[src/logic/aoc_defs.vh]
// Function
// - bit 14 of reg 1 merges two serial pairs onto one pair
// - bit 5 of reg 1 turns the whole serial output off
// - bit 0 of reg 1 puts the converter in full power-down
// - bits 15..13 of reg 2 select the frame-line test pattern
// - bit 12 of reg 2 bypasses digital features for low latency
// - bit 11 of reg 2 averages two channels
// - bit 10 of reg 2 drives pseudo-random bits on the frame line
// - bits 9..7 of reg 2 select the data-line test pattern
// - bit 6 of reg 2 enables the global pseudo-random pattern
// - offset correction starts a programmed sample delay after trigger
// - pattern codes: normal,sync,alt,custom,ones,toggle,zeros,ramp
// - delay bits 7..6 come from bits 10..9 of reg 3
// - start source selects trigger pin or manual start bit
`ifndef AOC_DEFS_VH
`define AOC_DEFS_VH
// ----------------------------------------
// register indices
// ----------------------------------------
`define AOC_REG_OUTPWR   8'h01
`define AOC_REG_PATLAT   8'h02
`define AOC_REG_SERDLY   8'h03
`define AOC_REG_OFFCTL   8'h04
`define AOC_RESET_VAL    16'h0000
// ----------------------------------------
// field positions
// ----------------------------------------
`define AOC_DUAL_RATE_BIT    14
`define AOC_OUT_OFF_BIT      5
`define AOC_PDN_BIT          0
`define AOC_FPAT_HI          15
`define AOC_FPAT_LO          13
`define AOC_LOWLAT_BIT       12
`define AOC_AVG_BIT          11
`define AOC_FPRBS_BIT        10
`define AOC_DPAT_HI          9
`define AOC_DPAT_LO          7
`define AOC_GPRBS_BIT        6
`define AOC_DLY_LO_HI        5
`define AOC_DLY_HI_HI        10
`define AOC_DLY_HI_LO        9
`define AOC_START_SRC_BIT    14
`define AOC_START_MAN_BIT    13
// ----------------------------------------
// pattern codes
// ----------------------------------------
`define AOC_PAT_NORMAL   3'h0
`define AOC_PAT_SYNC     3'h1
`define AOC_PAT_ALT      3'h2
`define AOC_PAT_CUSTOM   3'h3
`define AOC_PAT_ONES     3'h4
`define AOC_PAT_TOGGLE   3'h5
`define AOC_PAT_ZEROS    3'h6
`define AOC_PAT_RAMP     3'h7
`endif

[src/logic/aoc_regs.v]
// The implementer's own choice: strobed register access.
`timescale 1ns/10ps
`include "aoc_defs.vh"
module aoc_regs
(
  input  wire        mclk_i,
  input  wire        rst_b_i,
  input  wire [7:0]  addr_i,
  input  wire [15:0] wdata_i,
  input  wire        wr_i,
  input  wire        rd_i,
  input  wire        sample_tick_i,
  input  wire        transmit_trigger_in_i,
  output reg  [15:0] rdata_o,
  output reg         dual_pair_rate_o,
  output reg         serial_output_off_o,
  output reg         full_powerdown_o,
  output reg         low_latency_o,
  output reg         pair_averaging_o,
  output reg         frame_line_prbs_o,
  output reg         global_prbs_o,
  output reg  [7:0]  frame_line_pattern_o,
  output reg  [7:0]  data_line_pattern_o,
  output reg         offset_corr_start_o,
  output reg         offset_corr_busy_o
);
  // ----------------------------------------
  // register storage
  // ----------------------------------------
  reg [15:0] outpwr_r;
  reg [15:0] patlat_r;
  reg [15:0] serdly_r;
  reg [15:0] offctl_r;
  reg [2:0]  trig_sync_r;
  reg [7:0]  dly_cnt_r;
  reg        armed_r;
  wire       trig_rise;
  wire       man_start;
  wire       start_req;
  wire [7:0] dly_val;
  wire [2:0] fpat;
  wire [2:0] dpat;
  // leaves reserved-bit values to the host; they are stored as written
  always @(posedge mclk_i or negedge rst_b_i)
  begin
    if (!rst_b_i)
    begin
      outpwr_r <= `AOC_RESET_VAL;
      patlat_r <= `AOC_RESET_VAL;
      serdly_r <= `AOC_RESET_VAL;
      offctl_r <= `AOC_RESET_VAL;
    end
    else
    begin
      // manual start bit self-clears after one cycle, even when another
      // register is written then, so it can never start twice
      if (offctl_r[`AOC_START_MAN_BIT])
        offctl_r[`AOC_START_MAN_BIT] <= 1'b0;
      if (wr_i)
      begin
        case (addr_i)
          `AOC_REG_OUTPWR: outpwr_r <= wdata_i;
          `AOC_REG_PATLAT: patlat_r <= wdata_i;
          `AOC_REG_SERDLY: serdly_r <= wdata_i;
          `AOC_REG_OFFCTL: offctl_r <= wdata_i;
          default:         outpwr_r <= outpwr_r;
        endcase
      end
    end
  end

  // ----------------------------------------
  // read port, one cycle latency
  // ----------------------------------------
  always @(posedge mclk_i or negedge rst_b_i)
  begin
    if (!rst_b_i)
      rdata_o <= 16'h0000;
    else if (rd_i)
    begin
      case (addr_i)
        `AOC_REG_OUTPWR: rdata_o <= outpwr_r;
        `AOC_REG_PATLAT: rdata_o <= patlat_r;
        `AOC_REG_SERDLY: rdata_o <= serdly_r;
        `AOC_REG_OFFCTL: rdata_o <= {offctl_r[15:1], offset_corr_busy_o};
        default:         rdata_o <= 16'h0000;
      endcase
    end
    else
      rdata_o <= 16'h0000;
  end

  // ----------------------------------------
  // trigger pin sampling
  // ----------------------------------------
  always @(posedge mclk_i or negedge rst_b_i)
  begin
    if (!rst_b_i)
      trig_sync_r <= 3'h0;
    else
      trig_sync_r <= {trig_sync_r[1:0], transmit_trigger_in_i};
  end
  // stage 0 is read only by stage 1
  assign trig_rise = (trig_sync_r[1] == trig_sync_r[2]) ? 1'b0 :
                     trig_sync_r[1];

  assign man_start = offctl_r[`AOC_START_MAN_BIT];
  assign start_req = offctl_r[`AOC_START_SRC_BIT] ? trig_rise
                                                 : man_start;
  assign dly_val   = {serdly_r[`AOC_DLY_HI_HI:`AOC_DLY_HI_LO],
                      patlat_r[`AOC_DLY_LO_HI:0]};
  assign fpat      = patlat_r[`AOC_FPAT_HI:`AOC_FPAT_LO];
  assign dpat      = patlat_r[`AOC_DPAT_HI:`AOC_DPAT_LO];

  // ----------------------------------------
  // offset-correction delay counter
  // ----------------------------------------
  // counts sample periods; zero delay starts on the first sample tick
  always @(posedge mclk_i or negedge rst_b_i)
  begin
    if (!rst_b_i)
    begin
      dly_cnt_r           <= 8'h00;
      armed_r             <= 1'b0;
      offset_corr_start_o <= 1'b0;
    end
    else
    begin
      offset_corr_start_o <= 1'b0;
      if (start_req)
      begin
        dly_cnt_r <= dly_val;
        armed_r   <= 1'b1;
      end
      else if (armed_r && sample_tick_i)
      begin
        if (dly_cnt_r == 8'h00)
        begin
          armed_r             <= 1'b0;
          offset_corr_start_o <= 1'b1;
        end
        else
          dly_cnt_r <= dly_cnt_r - 8'h01;
      end
    end
  end

  // ----------------------------------------
  // decoded controls
  // ----------------------------------------
  always @(posedge mclk_i or negedge rst_b_i)
  begin
    if (!rst_b_i)
    begin
      dual_pair_rate_o     <= 1'b0;
      serial_output_off_o  <= 1'b0;
      full_powerdown_o     <= 1'b0;
      low_latency_o        <= 1'b0;
      pair_averaging_o     <= 1'b0;
      frame_line_prbs_o    <= 1'b0;
      global_prbs_o        <= 1'b0;
      frame_line_pattern_o <= 8'h01;
      data_line_pattern_o  <= 8'h01;
      offset_corr_busy_o   <= 1'b0;
    end
    else
    begin
      dual_pair_rate_o     <= outpwr_r[`AOC_DUAL_RATE_BIT];
      serial_output_off_o  <= outpwr_r[`AOC_OUT_OFF_BIT];
      full_powerdown_o     <= outpwr_r[`AOC_PDN_BIT];
      low_latency_o        <= patlat_r[`AOC_LOWLAT_BIT];
      pair_averaging_o     <= patlat_r[`AOC_AVG_BIT];
      frame_line_prbs_o    <= patlat_r[`AOC_FPRBS_BIT];
      global_prbs_o        <= patlat_r[`AOC_GPRBS_BIT];
      // one-hot pattern decode, bit n set for code n
      frame_line_pattern_o <= 8'h01 << fpat;
      data_line_pattern_o  <= 8'h01 << dpat;
      offset_corr_busy_o   <= armed_r;
    end
  end
endmodule // aoc_regs

[config.mk]
export PLATFORM = sky130hd
export DESIGN_NAME = aoc_regs
export DESIGN_NICKNAME = d
export VERILOG_FILES = /design/src/logic/aoc_regs.v
export VERILOG_INCLUDE_DIRS = /design/src /design/src/logic
export SDC_FILE = /design/constraint.sdc
export NUM_CORES = 1
export LEC_CHECK = 0
export BUFFER_PORTS_ARGS = -buffer_cell sky130_fd_sc_hd__buf_2
export CAP_MARGIN = 20
export CORE_MARGIN = 4
export CORE_UTILIZATION = 59
export DETAILED_ROUTE_END_ITERATION = 8
export GPL_TIMING_DRIVEN = 0
export PLACE_DENSITY = 0.82
export SYNTH_ARGS = -nofsm -noshare
export SYNTH_HDL_FRONTEND = slang
export SYNTH_SLANG_ARGS = --single-unit
export TNS_END_PERCENT = 20
[constraint.sdc]
create_clock -name mclk_i -period 5.9 [get_ports mclk_i]
set_clock_uncertainty 0.2 [all_clocks]
set_input_delay 0.295 -clock mclk_i [delete_from_list [all_inputs] [get_ports mclk_i]]
set_output_delay 0.295 -clock mclk_i [all_outputs]
set_load 0.1 [all_outputs]
After elaboration in Yosys (flattened, before gate mapping)
Index checks and enable logic that the tools add are counted.
{"block": "totals", "ff_bits": 117, "latchBits": 0, "mem_bits_rw": 0, "romBits": 0, "input_bits": 30, "output_inout_bits": 41, "word_cells": 54, "mem_count": 0}
{"block": "classes", "addsub": 1, "n_mul": 0, "div": 0, "n_lt_le_gt_ge": 0, "n_eq_ne": 6, "shift": 2, "mux": 15, "bitwise_logic": 0, "n_reduce_logical": 10}
{"op": "$pmux 16 s4", "count": 1}
{"op": "$mux 14", "count": 2}
{"op": "$mux 8", "count": 3}
{"op": "$eq 8x2->1 const B", "count": 2}
{"op": "$mux 16", "count": 1}
{"op": "$shl 1x3->8 const A", "count": 2}
{"op": "$reduce_and 2->1", "count": 6}
{"op": "$eq 8x1->1 const B", "count": 1}
{"op": "$eq 8x3->1 const B", "count": 1}
{"op": "$logic_not 8->1", "count": 1}
{"op": "$mux 1", "count": 8}
{"op": "$sub 8x1->8 const B", "count": 1}
{"op": "$reduce_bool 2->1", "count": 2}
{"op": "$ne 2x2->1 const B", "count": 1}
{"op": "$eq 1x1->1", "count": 1}
{"op": "$logic_and 1x1->1", "count": 1}

Longest topological paths before layout
{"block": "logic_depth", "word_depth": 5, "depth_mapped": 6}

Worst setup path after synthesis
OpenSTA, ideal clock, no wires.
{"block": "synth_path", "kind": "register -> register", "start": "register dly_cnt_r[0]", "end": "register dly_cnt_r[1]", "setup_time_ns": 0.125, "arrival_ns": 1.782, "required_time_ns": 5.575, "setup_slack_ns": 3.794, "path_stages_with_launch": 7, "path_buffers": 0, "period_less_slack_ns": 2.106, "cell_sequence": "dfrtp_1 > inv_1 > ha_1 > nor4b_1 > a21oi_1 > mux2i_1 > mux2_2"}
{"block": "synth_via", "elab_chain_cells": 4, "word_cells_on_any_way": 7, "classes_between": "add/sub: 1; eq/ne: 1; mux: 3; reduce/logical: 2"}
{"element": "start: declaration", "line": "aoc_regs.v:35", "rtl": "reg [7:0] dly_cnt_r;"}
{"element": "start signal: assignment", "line": "aoc_regs.v:132", "rtl": "dly_cnt_r <= dly_val;"}
{"element": "start signal: assignment", "line": "aoc_regs.v:143", "rtl": "dly_cnt_r <= dly_cnt_r - 8'h01;"}
{"element": "$sub 8x1->8", "line": "aoc_regs.v:143"}
{"element": "$mux 8", "line": "aoc_regs.v:137", "rtl": "if (dly_cnt_r == 8'h00)"}
{"element": "$mux 8", "line": "aoc_regs.v:135", "rtl": "else if (armed_r && sample_tick_i)"}
{"element": "$mux 8", "line": "aoc_regs.v:130", "rtl": "if (start_req)"}
Several ways; a longest one is shown, not always the timed one. The select of a mux whose other input is x is not followed.
A chain may end at the register's enable or synchronous reset.

Worst setup path in the final report
{"block": "layout_path", "start": "input addr_i[5]", "end": "register rdata_o[5]"}
{"block": "layout_via", "elab_chain_cells": 3, "word_cells_on_any_way": 6, "classes_between": "eq/ne: 4; mux: 2"}
{"element": "start: declaration", "line": "aoc_regs.v:8", "rtl": "input wire [7:0] addr_i,"}
{"element": "$eq 8x3->1, or another cell as far along", "line": "aoc_regs.v:81", "rtl": "case (addr_i)"}
{"element": "$pmux 16 s4 (*)", "line": "aoc_regs.v:81"}
{"element": "$mux 16 (*)", "line": "aoc_regs.v:79", "rtl": "else if (rd_i)"}
{"element": "end signal: assignment", "line": "aoc_regs.v:82", "rtl": "`AOC_REG_OUTPWR: rdata_o <= outpwr_r;"}
{"element": "end signal: assignment", "line": "aoc_regs.v:83", "rtl": "`AOC_REG_PATLAT: rdata_o <= patlat_r;"}
{"element": "end signal: assignment", "line": "aoc_regs.v:84", "rtl": "`AOC_REG_SERDLY: rdata_o <= serdly_r;"}
{"element": "end: declaration", "line": "aoc_regs.v:14", "rtl": "output reg [15:0] rdata_o,"}
Mark *: on every way between the ends. The rest lies on a longest branch, timed or not.

==> reports/results.md <==
| Metric | Reported |
|:---|:---|
| Required time at the endpoint of the critical path | 6.13 ns |
| Mean post-synth cell area | 13.4 sq um |
| Total vias in the final route | 3,382 |
| Number of instances in the synthesized netlist | 350 |
| Design internal power | 1.69 mW |
| Clock slew seen by the registers of the worst setup and hold paths | 0.05 ns |
| Total number of clock tree sinks | 116 |
| First-pass GRT wire length | 18,100 um |
| Mapped Area | 4670 sq um |
| Leading area contributor after synthesis | dfrtp_1 |
| Global route overflow | 0 |
| Switching power of the nets | 557 uW |
| Detailed Route WL | 11,100 um |
| Cell variety after synth | 42 |
| Maximum resistive drop on vdd | 0.246 mV |
| Critical R2R Launch | dly_cnt_r[0] |
| Sequential cell fraction of total power | 40.2% |
| Synth async-reset ratio | 100% |
| Count of unresolved DRC violations after routing | 0 |
| Net Sw Frac | 24.8% |
| Summed negative setup slack over all endpoints | 0 ns |
| Clock Tree Buf Depth | 2 |
| Total setup violations reported at the end of the flow | 0 |
| Number of buffers added by the clock tree synthesis step | 17 |
| Final GP Congestion | 0.817 |
| Final nets | 493 |
| Most instantiated flip-flop cell in the synthesis netlist | dfrtp_1 |
| TritonCTS clock tree | yes |
| Number of optimization iterations in the first detailed-route pass | 5 |
| Launching instance or port of the critical path | addr_i[5] |
| Share of power burned in combinational logic | 10.9% |
| Data arrival time of the worst path | 2.74 ns |
| Sequential share of the synthesized area | 62.2% |
| Number of flops mapped to enable cells by yosys | 0 |
| Max-Slew Margin vs Limit | 38.4% |
| Synthesized netlist net count | 382 |
| Leading cell type in the layout, fill and taps excluded | dfrtp_1 |
| Final HPWL from detailed placement | 6450 um |
| Endpoints failing hold | 0 |
| Setup repair after global routing missed its margin | no |
| Worst skew pair latency | 0.53 ns |
| Number of antenna violations at the first check in global routing | 0 |
| Result of the run | finished, final reports clean |
| Post-synthesis to final-layout area growth | 29.0% |
| Clock Tree Root | clkbuf_8 |
| Critical path class | input port to register |
| Worst Min Path Start | addr_i[4] |
| Final critical path time including I/O delays and setup | 2.51 ns |
| Post-detailed-route count of antenna-violating nets | 0 |
| Die height | 97 um |
| Number of global-route vias before repair | 3,534 |
| Top cells by area, synth | dfrtp_1 61%, mux2_2 15%, a22o_1 2.8%, a21oi_1 2.5%, a22oi_1 2.4% |
| P_leak | 2.99 nW |
| Synth warn | 0 |
| Die area | 9410 sq um |
| Min-Delay Path Class | input port to register |
| Initial drt markers | 283 |
| Largest net degree at the start of global routing | 64 |
| Core box area | 7730 sq um |
| Final number of max-transition violations | 0 |
| Commonest cells after routing, fill and taps aside | 114 x dfrtp_1, 75 x buf_2, 62 x mux2_2 |
| Power per Cell Area | 372 nW/um^2 |
| Count of max-cap constraint violations | 0 |
| Proportion of netlist area held by the largest area contributor | 61.0% |
| Site Rows | 32 |
| Proportion of layout cells with a drive suffix above 1 | 38.5% |
| Die X-Extent | 97 um |
| H-Tree Level Count | 4 |
| Post-detailed-route via-to-cell ratio | 5.88 |
| Worst Setup End Kind | register |
| Maximum fanout count along the critical path | 10 |
| Clock network fraction of total power | 49.0% |
| Kind of start point of the critical path | input port |
| Post-layout total power | 2.24 mW |
| Register bit total from synthesis | 116 |
| Detail-routed net length per standard cell | 19.4 um |
| Total global routing track utilization | 24.8% |
| Number of standard cells in the final layout excluding fillers | 575 |
| Transition at the pin with the smallest max-transition slack | 0.912 ns |
| Fraction of the cycle the final worst path needs | 42.5% |
| Antenna fix cells | 0 |
| Resize count post-CTS | 0 |
| Starting Density | 60.5% |
| Max Freq | 399 MHz |
| Port Buffer Count | 70 |
| Post-Place Cells | 523 |
| # IOs | 71 |
power groups by stage:
stage,sequential (mW),combinational (mW),clock [mW]
floorplan,0.955,0.112,0
global placement,0.906,0.221,0
detailed placement,0.910,0.232,0
CTS,0.899,0.244,1.11
global route,0.908,0.265,1.15
finish,0.901,0.244,1.10
per-layer routing:
| layer | vias to the layer above | track usage (%) | part of all wire (%) |
|---|---|---|---|
| met5 | - | 0 | 0 |
| met4 | 0 | 10.9 | 2.5 |
| met3 | 25 | 7.64 | 6.8 |
| met2 | 148 | 38.7 | 50 |
| met1 | 1721 | 32.2 | 41 |
| li1 | 1488 | - | - |
area by class of cell:
type / instances / area [sq um]
buffer: 20 / 90.1
clock buffer: 19 / 432
timing repair buffer: 92 / 591
sequential: 116 / 2910
multi-input combinational: 209 / 1660
tap: 102 / 128
fill: 445 / 1700
inverter: 5 / 18.8
clock inverter: 12 / 204
logic make-up after synthesis:
logic type | count (synthesis) | synth area share [%]
flip-flops | 116 | 62.2
XOR/XNOR | 1 | 0.187
adder cells (fa/ha/maj) | 2 | 0.535
buffers and inverters | 25 | 2.33
AND/OR/NAND/NOR | 76 | 9.61
AO/OA/AOI/OAI | 63 | 9.13
multiplexers | 67 | 16.0
state kept, by name, indices dropped and copies added (netlist names):
name,flops
outpwr_r,16
patlat_r,16
rdata_o,16
serdly_r,16
offctl_r,15
data_line_pattern_o,8
dly_cnt_r,8
frame_line_pattern_o,8
trig_sync_r,3
armed_r,1
dual_pair_rate_o,1
frame_line_prbs_o,1
full_powerdown_o,1
global_prbs_o,1
low_latency_o,1
offset_corr_busy_o,1
offset_corr_start_o,1
pair_averaging_o,1
serial_output_off_o,1
worst max-delay path, cell delays in order:
cell           delay, ns
dlygate4sd3_1       0.53
buf_2               0.14
nor4b_4             0.65
o211ai_1            0.47
clkbuf_1            0.38
a21oi_1             0.27
stage by stage:
step	worst slack (ns)	hold slack (ns)	instance area, sq um	util [%]
CTS	3.38	0.0477	6030	78.0
finish	3.39	0.0510	6030	78.0
floorplan	3.79	-0.201	4670	-
detailed placement	3.26	0.176	5180	67.0
global route	3.24	0.0556	6030	78.0
global placement	3.08	0.156	5150	66.7
synth_stat cells (2+ instances only):
cell,instances
a21oi_1,23
a22o_1,15
a22oi_1,15
a31oi_1,2
and3_1,2
and3b_1,2
and4_1,2
buf_2,6
clkbuf_1,13
dfrtp_1,114
dfstp_2,2
ha_1,2
inv_1,5
mux2_2,62
mux2i_1,4
nand2_1,24
nand3_1,2
nand3_2,2
nor2_1,16
nor3_1,5
nor3b_1,6
nor3b_2,2
o211ai_1,2
o21ai_0,3
or3_4,2
path summary, 6_finish.rpt:
path | endpoint | depth (start not counted) | slack, ns
worst max-delay path | rdata_o[5] | 6 | 3.39
worst min-delay path | rdata_o[2] | 4 | 0.05
worst max register to register | dly_cnt_r[1] | 6 | 3.45
worst min register to register | trig_sync_r[1] | 0 | 0.19
max in group asynchronous | data_line_pattern_o[0] | 3 | 4.56
min in group asynchronous | offset_corr_busy_o | 2 | 0.17
timing repair:
| item | CTS | global route |
|---|---|---|
| hold buffers | 21 | 0 |
| hold endpoints to repair | 120 | 0 |
| buffers inserted | 0 | 0 |
| setup endpoints to repair | 0 | 0 |
Power figures use the tool's default switching activity.
